## src/design/atomic_rmw_defines.vh

```
`ifndef ATOMIC_RMW_DEFINES_VH
`define ATOMIC_RMW_DEFINES_VH
// Instruction field positions
`define F_SIZE_HI      31
`define F_SIZE_LO      30
`define F_ACQ          23
`define F_REL          22
`define F_SRC_HI       20
`define F_SRC_LO       16
`define F_BASE_HI      9
`define F_BASE_LO      5
`define F_TGT_HI       4
`define F_TGT_LO       0
// Fixed opcode bits for matching
`define XOR_MASK       32'h3f20fc00
`define XOR_MATCH      32'h38202000
`define PAIR_MASK      32'hff20fc00
`define PAIR_MATCH     32'h19201000
// Size codes
`define SIZE_BYTE      2'h0
`define SIZE_WORD      2'h2
`define SIZE_DWORD     2'h3
`define WIDTH_BASE     8'h08
// Register number of zero register / stack pointer
`define REG_31         5'h1f
// Memory op codes
`define MOP_XOR        2'h1
`define MOP_BIC        2'h2
// Register map (Avalon word addresses)
`define A_INSTR        3'h0
`define A_CTRL         3'h1
`define A_STATUS       3'h2
`define A_MASK         3'h3
`define A_RESULT_LO    3'h4
`define A_RESULT_HI    3'h5
// Control bits
`define C_GO           0
`define C_PAIR_EN      1
`define C_BIG_END      2
`define C_OVERLAP_HI   4
`define C_OVERLAP_LO   3
// Overlap policies
`define OVL_UNKNOWN    2'h0
`define OVL_UNDEF      2'h1
`define OVL_NOP        2'h2
// Status bits
`define S_DONE         0
`define S_UNDEF        1
`define S_NOP          2
`define S_BITS         3
`endif

```

## src/design/atomic_decode.v

```verilog
`timescale 1ns/1ns
`include "atomic_rmw_defines.vh"
module atomic_decode (
  input  wire [31:0] instr,
  input  wire        pair_en,
  input  wire [1:0]  overlap_mode,
  output reg         is_xor,
  output reg         is_pair,
  output reg         undef,
  output reg         nop,
  output reg         rt_unknown,
  output reg         acquire,
  output reg         release_ord,
  output reg         tag_checked,
  output reg  [7:0]  width_bits,
  output reg         dest_write
);
  wire [4:0] tgt  = instr[`F_TGT_HI:`F_TGT_LO];
  wire [4:0] tgt2 = instr[`F_SRC_HI:`F_SRC_LO];
  wire [4:0] base = instr[`F_BASE_HI:`F_BASE_LO];
  wire [1:0] sz   = instr[`F_SIZE_HI:`F_SIZE_LO];
  wire       a    = instr[`F_ACQ];
  wire       r    = instr[`F_REL];

  // Field decode and checks
  always @* begin
    is_xor      = ((instr & `XOR_MASK) == `XOR_MATCH) && (sz != 2'h1);
    is_pair     = (instr & `PAIR_MASK) == `PAIR_MATCH;
    undef       = !is_xor && !is_pair;
    nop         = 1'b0;
    rt_unknown  = 1'b0;
    acquire     = 1'b0;
    release_ord = r;
    tag_checked = base != `REG_31;
    width_bits  = `WIDTH_BASE << sz;
    dest_write  = 1'b0;
    if (is_xor) begin
      acquire    = a && (tgt != `REG_31);
      dest_write = tgt != `REG_31;
    end
    if (is_pair) begin
      width_bits = 8'h80;
      acquire    = a;
      dest_write = 1'b1;
      if (!pair_en)
        undef = 1'b1;
      else if (tgt == `REG_31 || tgt2 == `REG_31)
        undef = 1'b1;
      else if (tgt == tgt2) begin
        case (overlap_mode)
          `OVL_UNDEF: undef = 1'b1;
          `OVL_NOP:   nop = 1'b1;
          default:    rt_unknown = 1'b1;
        endcase
      end
    end
  end
endmodule // atomic_decode

```

## src/design/atomic_xor_clear_rmw.v

```verilog
`timescale 1ns/1ns
`include "atomic_rmw_defines.vh"
module atomic_xor_clear_rmw (
  input  wire         clk,
  input  wire         rst,
  // Avalon-MM slave
  input  wire [2:0]   avs_address,
  input  wire         avs_read,
  input  wire         avs_write,
  input  wire [31:0]  avs_writedata,
  output reg  [31:0]  avs_readdata,
  output wire         avs_waitrequest,
  output wire         irq,
  // Register file read ports
  output wire [4:0]   rf_rd_a_idx,
  output wire [4:0]   rf_rd_b_idx,
  output wire [4:0]   rf_rd_c_idx,
  input  wire [63:0]  rf_rd_a_data,
  input  wire [63:0]  rf_rd_b_data,
  input  wire [63:0]  rf_rd_c_data,
  input  wire [63:0]  sp_value,
  // Register file write ports
  output reg          rf_wr_en,
  output reg  [4:0]   rf_wr_idx,
  output reg  [63:0]  rf_wr_data,
  output reg          rf_wr2_en,
  output reg  [4:0]   rf_wr2_idx,
  output reg  [63:0]  rf_wr2_data,
  // Memory atomic request
  output reg          mem_req_valid,
  input  wire         mem_req_ready,
  output reg  [63:0]  mem_addr,
  output reg  [127:0] mem_operand,
  output reg  [7:0]   mem_width,
  output reg  [1:0]   mem_op,
  output reg          mem_acquire,
  output reg          mem_release,
  output reg          mem_tag_checked,
  output reg          mem_sp_align_check,
  input  wire         mem_resp_valid,
  input  wire [127:0] mem_resp_data
);
  localparam [3:0] ST_IDLE = 4'h1;
  localparam [3:0] ST_REQ  = 4'h2;
  localparam [3:0] ST_WAIT = 4'h4;
  localparam [3:0] ST_WB   = 4'h8;

  reg  [3:0]   state_reg;
  reg  [31:0]  instr_reg;
  reg          pair_en_reg;
  reg          big_end_reg;
  reg  [1:0]   overlap_reg;
  reg  [2:0]   status_reg;
  reg  [2:0]   mask_reg;
  reg  [127:0] result_reg;
  reg          dest_reg;
  reg          unk_reg;
  reg          is_pair_reg;
  reg  [7:0]   width_reg;
  reg  [2:0]   ev_set;
  reg          start;

  wire         is_xor;
  wire         is_pair;
  wire         undef;
  wire         nop;
  wire         rt_unknown;
  wire         acquire;
  wire         release_ord;
  wire         tag_checked;
  wire [7:0]   width_bits;
  wire         dest_write;

  wire [4:0] tgt  = instr_reg[`F_TGT_HI:`F_TGT_LO];
  wire [4:0] src  = instr_reg[`F_SRC_HI:`F_SRC_LO];
  wire [4:0] base = instr_reg[`F_BASE_HI:`F_BASE_LO];

  assign rf_rd_a_idx     = tgt;
  assign rf_rd_b_idx     = src;
  assign rf_rd_c_idx     = base;
  assign avs_waitrequest = 1'b0;
  assign irq             = |(status_reg & mask_reg);

  atomic_decode u_dec (
    .instr        (instr_reg),
    .pair_en      (pair_en_reg),
    .overlap_mode (overlap_reg),
    .is_xor       (is_xor),
    .is_pair      (is_pair),
    .undef        (undef),
    .nop          (nop),
    .rt_unknown   (rt_unknown),
    .acquire      (acquire),
    .release_ord  (release_ord),
    .tag_checked  (tag_checked),
    .width_bits   (width_bits),
    .dest_write   (dest_write)
  );

  // Zero-extend a loaded value to its width
  function [63:0] zext;
    input [63:0] d;
    input [7:0]  w;
    begin
      case (w)
        8'h08:   zext = {56'h0, d[7:0]};
        8'h10:   zext = {48'h0, d[15:0]};
        8'h20:   zext = {32'h0, d[31:0]};
        default: zext = d;
      endcase
    end
  endfunction

  // Register reads
  always @* begin
    case (avs_address)
      `A_INSTR:     avs_readdata = instr_reg;
      `A_CTRL:      avs_readdata = {27'h0, overlap_reg, big_end_reg, pair_en_reg, state_reg != ST_IDLE};
      `A_STATUS:    avs_readdata = {29'h0, status_reg};
      `A_MASK:      avs_readdata = {29'h0, mask_reg};
      `A_RESULT_LO: avs_readdata = result_reg[31:0];
      `A_RESULT_HI: avs_readdata = result_reg[63:32];
      default:      avs_readdata = 32'h0;
    endcase
  end

  // Control registers
  always @(posedge clk or posedge rst) begin
    if (rst) begin
      instr_reg   <= 32'h0;
      pair_en_reg <= 1'b1;
      big_end_reg <= 1'b0;
      overlap_reg <= `OVL_UNKNOWN;
      mask_reg    <= 3'h0;
      start       <= 1'b0;
    end else begin
      start <= 1'b0;
      if (avs_write) begin
        case (avs_address)
          `A_INSTR: instr_reg <= avs_writedata;
          `A_CTRL: begin
            pair_en_reg <= avs_writedata[`C_PAIR_EN];
            big_end_reg <= avs_writedata[`C_BIG_END];
            overlap_reg <= avs_writedata[`C_OVERLAP_HI:`C_OVERLAP_LO];
            start       <= avs_writedata[`C_GO] && state_reg == ST_IDLE;
          end
          `A_MASK: mask_reg <= avs_writedata[2:0];
          default: ;
        endcase
      end
    end
  end

  // Sticky status, set wins over read-clear
  always @(posedge clk or posedge rst) begin
    if (rst)
      status_reg <= 3'h0;
    else if (avs_read && avs_address == `A_STATUS)
      status_reg <= ev_set;
    else
      status_reg <= status_reg | ev_set;
  end

  // Execution sequencer
  always @(posedge clk or posedge rst) begin
    if (rst) begin
      state_reg          <= ST_IDLE;
      mem_req_valid      <= 1'b0;
      mem_addr           <= 64'h0;
      mem_operand        <= 128'h0;
      mem_width          <= 8'h0;
      mem_op             <= 2'h0;
      mem_acquire        <= 1'b0;
      mem_release        <= 1'b0;
      mem_tag_checked    <= 1'b0;
      mem_sp_align_check <= 1'b0;
      rf_wr_en           <= 1'b0;
      rf_wr_idx          <= 5'h0;
      rf_wr_data         <= 64'h0;
      rf_wr2_en          <= 1'b0;
      rf_wr2_idx         <= 5'h0;
      rf_wr2_data        <= 64'h0;
      result_reg         <= 128'h0;
      dest_reg           <= 1'b0;
      unk_reg            <= 1'b0;
      is_pair_reg        <= 1'b0;
      width_reg          <= 8'h0;
      ev_set             <= 3'h0;
    end else begin
      ev_set    <= 3'h0;
      rf_wr_en  <= 1'b0;
      rf_wr2_en <= 1'b0;
      case (state_reg)
        ST_IDLE: begin
          if (start) begin
            if (undef) begin
              ev_set[`S_UNDEF] <= 1'b1;
            end else if (nop) begin
              ev_set[`S_NOP] <= 1'b1;
            end else begin
              mem_req_valid      <= 1'b1;
              mem_acquire        <= acquire;
              mem_release        <= release_ord;
              mem_tag_checked    <= tag_checked;
              mem_sp_align_check <= !tag_checked;
              mem_addr           <= tag_checked ? rf_rd_c_data : sp_value;
              mem_width          <= width_bits;
              width_reg          <= width_bits;
              dest_reg           <= dest_write;
              unk_reg            <= rt_unknown;
              is_pair_reg        <= is_pair;
              if (is_pair) begin
                mem_op      <= `MOP_BIC;
                mem_operand <= big_end_reg ? {rf_rd_a_data, rf_rd_b_data}
                                           : {rf_rd_b_data, rf_rd_a_data};
              end else begin
                mem_op      <= `MOP_XOR;
                mem_operand <= {64'h0, zext(rf_rd_b_data, width_bits)};
              end
              state_reg <= ST_REQ;
            end
          end
        end
        ST_REQ: begin
          if (mem_req_ready) begin
            mem_req_valid <= 1'b0;
            state_reg     <= ST_WAIT;
          end
        end
        ST_WAIT: begin
          if (mem_resp_valid) begin
            result_reg <= unk_reg ? 128'h0 : mem_resp_data;
            state_reg  <= ST_WB;
          end
        end
        ST_WB: begin
          rf_wr_idx        <= tgt;
          rf_wr2_idx       <= src;
          ev_set[`S_DONE]  <= 1'b1;
          state_reg        <= ST_IDLE;
          if (is_pair_reg) begin
            rf_wr_en    <= 1'b1;
            rf_wr2_en   <= 1'b1;
            rf_wr_data  <= big_end_reg ? result_reg[127:64] : result_reg[63:0];
            rf_wr2_data <= big_end_reg ? result_reg[63:0] : result_reg[127:64];
          end else begin
            rf_wr_en   <= dest_reg;
            rf_wr_data <= zext(result_reg[63:0], width_reg);
          end
        end
        default: state_reg <= ST_IDLE;
      endcase
    end
  end
endmodule // atomic_xor_clear_rmw

```

## config.mk

```make
export PLATFORM = sky130hd
export DESIGN_NAME = atomic_xor_clear_rmw
export DESIGN_NICKNAME = d
export VERILOG_FILES = /design/src/design/atomic_decode.v /design/src/design/atomic_xor_clear_rmw.v
export VERILOG_INCLUDE_DIRS = /design/src /design/src/design
export SDC_FILE = /design/constraint.sdc
export NUM_CORES = 1
export LEC_CHECK = 0
export BUFFER_PORTS_ARGS = -buffer_cell sky130_fd_sc_hd__clkbuf_2
export CORE_AREA = 4 4 316 318
export DETAILED_ROUTE_END_ITERATION = 10
export DIE_AREA = 0 0 320 322
export PLACE_DENSITY_LB_ADDON = 0.12
export SLEW_MARGIN = 20
export SYNTH_ARGS = -nofsm -noshare
export SYNTH_HDL_FRONTEND = slang
export SYNTH_HIERARCHICAL = 1
export SYNTH_SLANG_ARGS = --single-unit
```

## constraint.sdc

```tcl
create_clock -name clk -period 21.1 [get_ports clk]
set_input_delay 0 -clock clk [delete_from_list [all_inputs] [get_ports clk]]
set_output_delay 0 -clock clk [all_outputs]
set_load 0.05 [all_outputs]
```

* Word-level counts from Yosys, hierarchy flattened
Index checks and enable logic that the tools add are counted.
** Storage, ports and cells
- Register bits :: 528
- Input port bits :: 425
- Output and inout port bits :: 396
- Logic and storage cells :: 140
** Operators by class
- Equality and inequality tests :: 31
- Shift operators :: 1
- Muxes and demuxes :: 55
- Bitwise logic cells :: 4
- Reductions and logical operators :: 21
** Operators with widths (number)
- 128-bit two-way mux :: 3
- 64-bit one-hot mux with 3 select lines :: 2
- 64-bit two-way mux :: 4
- 32-bit one-hot mux with 6 select lines :: 1
- 1-bit two-way mux :: 33
- 4-bit two-way mux :: 5
- 8-bit by 4-bit equality test with 1-bit output, second input constant :: 2
- 8-bit by 5-bit equality test with 1-bit output, second input constant :: 2
- 8-bit by 6-bit equality test with 1-bit output, second input constant :: 2
- 15-bit by 12-bit equality test with 1-bit output, second input constant :: 1
- 13-bit equality test, second input constant :: 1
- 4-bit one-hot mux with 3 select lines :: 1
- 5-bit equality test, second input constant :: 2
- 2-bit != test, second input constant :: 5
- 5-bit != test, second input constant :: 2
- 2-bit AND reduction :: 5
- 5-bit AND reduction :: 2
- 8-bit two-way mux :: 1
- 4-bit by 2-bit left shift with 8-bit output, first input constant :: 1
- 3-bit by 2-bit equality test with 1-bit output, second input constant :: 2
- 3-bit equality test, second input constant :: 2
- 2-bit two-way mux :: 3
- 5-bit equality test :: 1
- 1-bit logical AND :: 5
- other kinds (21) :: 24

* Longest topological paths before layout
- Word-level depth :: 12
- Gate-level depth with buffers :: 12
- Mapped depth without buffers :: 8

* Modules after synthesis
Netlist, hierarchy kept.
** By module, submodules not included
- atomic_xor_clear_rmw :: instances 1, cells each 2466, area an instance 25191.7 um^2
- atomic_decode :: instances 1, cells each 50, area an instance 369.1 um^2

* Worst setup path before layout
OpenSTA, ideal clock, no wires.
- Path kind :: register -> register
- Start :: register instr_reg[11]
- End :: register mem_operand[16]
- Library setup time :: 0.065 ns
- Arrival time :: 3.018 ns
- Data required time :: 21.035 ns
- Setup slack :: 18.017 ns
- Stages on the path, launching flop included :: 10
- Buffers on the path :: 1
- Cell sequence :: dfrtp_1 > or4_4 > nor4_4 > o2111a_1 > o21ai_1 > or3b_1 > or3b_4 > a21oi_4 > buf_6 > a221o_2
** On the way
- Elaborated cells on any way between the ends :: 21
- Classes of those cells :: eq/ne: 5; mux: 9; bitwise: 2; reduce/logical: 5
** RTL lines
- from (decl) :: line atomic_xor_clear_rmw.v:49 : reg [31:0] instr_reg;
- from (signal assigned) :: line atomic_xor_clear_rmw.v:140 : `A_INSTR: instr_reg <= avs_writedata;
- 15-bit by 12-bit equality test with 1-bit output (no source line) *
- named net is_pair :: line atomic_xor_clear_rmw.v:64 : wire is_pair;
- 1-bit logical NOT :: line atomic_decode.v:29 : undef = !is_xor && !is_pair;
- 1-bit logical AND :: line atomic_decode.v:29
- 1-bit two-way mux :: line atomic_decode.v:50 : case (overlap_mode)
- 1-bit two-way mux :: line atomic_decode.v:49 : else if (tgt == tgt2) begin
- 1-bit two-way mux :: line atomic_decode.v:47 : else if (tgt == `REG_31 || tgt2 == `REG_31)
- 1-bit two-way mux :: line atomic_decode.v:45 : if (!pair_en)
- 1-bit two-way mux * :: line atomic_decode.v:41 : if (is_pair) begin
- named net undef :: line atomic_xor_clear_rmw.v:65 : wire undef;
- 1-bit inverter (no source line) *
- 4-bit AND reduction (no source line) *
- to (signal assigned) :: line atomic_xor_clear_rmw.v:214 : mem_operand <= big_end_reg ? {rf_rd_a_data, rf_rd_b_data}
- to (signal assigned) :: line atomic_xor_clear_rmw.v:218 : mem_operand <= {64'h0, zext(rf_rd_b_data, width_bits)};
- to (decl) :: line atomic_xor_clear_rmw.v:33 : output reg [127:0] mem_operand,
The timed path passes the listed nets; every way through them passes the cells marked *.
A chain may end at the register's enable or synchronous reset.

* Final worst setup path
- Start :: register instr_reg[11]
- End :: register mem_operand[20]
** On the way
- Elaborated cells on any way between the ends :: 21
- Classes of those cells :: eq/ne: 5; mux: 9; bitwise: 2; reduce/logical: 5
** RTL lines
- 15-bit by 12-bit equality test with 1-bit output (no source line)
- named net is_pair :: line atomic_xor_clear_rmw.v:64
- 1-bit two-way mux :: line atomic_decode.v:41
- named net nop :: line atomic_xor_clear_rmw.v:66 : wire nop;
- 1-bit inverter (no source line)
- 4-bit AND reduction (no source line)
The timed path passes the listed nets, and every way through them passes these cells.

==> flow_summary_export.csv <==
group,metric,value,unit
clocking,cts_buffers,68,
detailed_routing,drc,0,
sta,finalHoldViolations,0,
detailed_routing,drt_iter0_drc,1438,
floorplan,fp.dieH,322,um
sta,maxSlewHeadroom,0.286,
placed_design,place.port_buffers,819,
detailed_routing,ant_nets,0,
layout,multi_input_area,11300,um^2
floorplan,coreArea,96600,um^2
detailed_routing,first_pass_iters,5,
critical_path,crit-reg2reg-launch,"instr_reg[11]",
global_route,grt_pass1_wl,171000,um
job,cap_viol_max_count,0,
layout,utilization,0.392,
critical_path,cp.required,21.60,ns
sta,skew,0.0348,ns
layout,areaGrowthSynthToFinish,48.2,%
detailed_routing,num_vias,23500,
global_route,overflow,0,
detailed_routing,wl_met2,56800,um
layout,stdcell_area,37900,um^2
sta,worst_pin_slew,1.07,ns
critical_path,critPathMaxFanout,130,
clocking,cts-root-buf,"clkbuf_16",
detailed_routing,via_per_inst,4.65,
sta,fin_setup_tns,0,ns
global_route,grtUsageTotal,0.221,
global_route,grt_start_max_net_pins,214,
layout,drive_gt1_frac,0.305,
layout,nNetsFinal,4142,
floorplan,die_w,320,um
sta,rsz0062_at_grt,"false",
sta,fin_crit,5.27,ns
layout,fillers,9810,
critical_path,r2r.worst_path.cells,12,
synthesis,avgSynthCellArea,10.2,um^2
critical_path,start_kind,"flip-flop",
critical_path,worstSetupPathType,"flip-flop to flip-flop",
status,status,"complete, no violations",
critical_path,worst_setup_path_end_kind,"flip-flop",
critical_path,arrival,5.77,ns
global_route,antenna_found_initial,26,
placed_design,dp_slack,16.29,ns
detailed_routing,drt-met1-wl,50200,um
detailed_routing,met3_length,7460,um
sta,finalSetupViolations,0,
clocking,htreeDepth,3,
placed_design,gp_congestion,0.829,
detailed_routing,wl_per_cell,23.2,um
floorplan,initial_core_util,0.265,
synthesis,syn_inst,2515,
placed_design,place_hpwl,85000,um
detailed_routing,wirelength,117000,um
placed_design,dp.cells,4426,
synthesis,yosys_warnings,6,
clocking,clkTransAtPathRegs,0.06,ns
pwr,leakagePower,19.0,nW
floorplan,rows,114,
layout,seqCellArea,13200,um^2
clocking,clkSinkCount,527,
layout,instances_no_fill,5057,
sta,maxSlewViolCount,0,
floorplan,die_area,103000,um^2
pwr,p_per_area,73.5,nW/um^2
pwr,total_power,2.78,mW
placed_design,placed_cell_area,30600,um^2
critical_path,timing.rr.end,"mem_operand[20]",
sta,fin_crit_sh,0.250,
worst_hold_path,min_path_type,"primary input to async pin",
synthesis,syn_area,25600,um^2
detailed_routing,top_layer,"met5",
sta,max_freq,190,MHz
sta,setup_ws,15.83,ns
clocking,cts_tree,"built",
clocking,clockBufferDepth,3,
clocking,clkLatencyLatePin,0.64,ns
pwr,vdd_drop_max,0.0000601,V
floorplan,ios,821,
critical_path,rrSetupSlack,15.83,ns
sta,holdWs,0.122,ns
global_route,grt_pass1_vias,24200,
-- worst max-delay path: stages (launching register included) --
cell and delay, ns:
dfrtp_1 0.39, or4_4 0.58, nor4_4 0.32, buf_12 0.37
nand3_1 0.17, nor3_1 0.27, nor2_1 0.11, nand3_4 0.47
buf_4 0.60, buf_4 0.72, nor3b_1 0.11, a221o_2 0.32
dlygate4sd3_1 0.56
-- metal layers --
layer / track usage / vias up
li1: - / 11200
met1: 0.281 / 11500
met2: 0.373 / 679
met3: 0.0598 / 156
met4: 0.0566 / 20
met5: 0 / -
-- placed cells by master (no fill, tap or decap), types with 3 or more instances in the layout --
cell	n
a21o_1	3
a21oi_1	38
a221o_1	25
a221o_2	39
a2bb2oi_1	33
and3_1	13
buf_4	33
bufinv_16	4
clkbuf_1	11
clkbuf_16	69
clkbuf_2	819
clkbuf_8	17
clkinv_2	12
clkinv_8	3
conb_1	4
dfrtp_1	523
diode_2	14
dlygate4sd3_1	495
inv_1	10
mux2_2	118
mux2i_1	247
nand2_1	576
nand3_1	4
nand3b_1	131
nor2_1	77
nor2b_1	8
nor3_1	7
nor3b_1	57
o21ai_0	285
o22ai_1	34
xnor2_1	5
xor2_1	5
-- cell type report --
class | count | area share
clock buffers | 97 | 0.0529
diodes | 14 | 0.000925
inverters | 13 | 0.00155
flip-flops and latches | 527 | 0.349
repair buffers | 1349 | 0.247
clock inverters | 25 | 0.00826
well taps | 1276 | 0.0422
multi-input cells | 1756 | 0.299
-- worst max-delay path by stage --
stage                        from         endpoint  slack (ns)  cells after the start
floorplan                     rst      big_end_reg        6.38                      1
global placement    instr_reg[11]  mem_operand[20]       16.33                     11
detailed placement  instr_reg[11]  mem_operand[16]       16.29                     11
CTS                 instr_reg[11]  mem_operand[16]       15.72                     12
global route        instr_reg[11]  mem_operand[14]       15.27                     12
finish              instr_reg[11]  mem_operand[20]       15.83                     12
-- where the power goes --
| group | leakage, nW | total [mW] | internal [mW] | switching [mW] |
|---|---|---|---|---|
| logic | 11.4 | 0.477 | 0.222 | 0.255 |
| registers | 6.39 | 1.10 | 1.05 | 0.0551 |
| clock network | 1.14 | 1.21 | 0.716 | 0.489 |
| total | 19.0 | 2.78 | 1.99 | 0.800 |
-- what timing repair did --
action                                 in CTS  in global routing
setup buffers                               0                  0
resized for setup                           0                  0
endpoints found under the hold margin     470                  0
hold buffers                              495                  0
(Power assumes the default switching activity.)
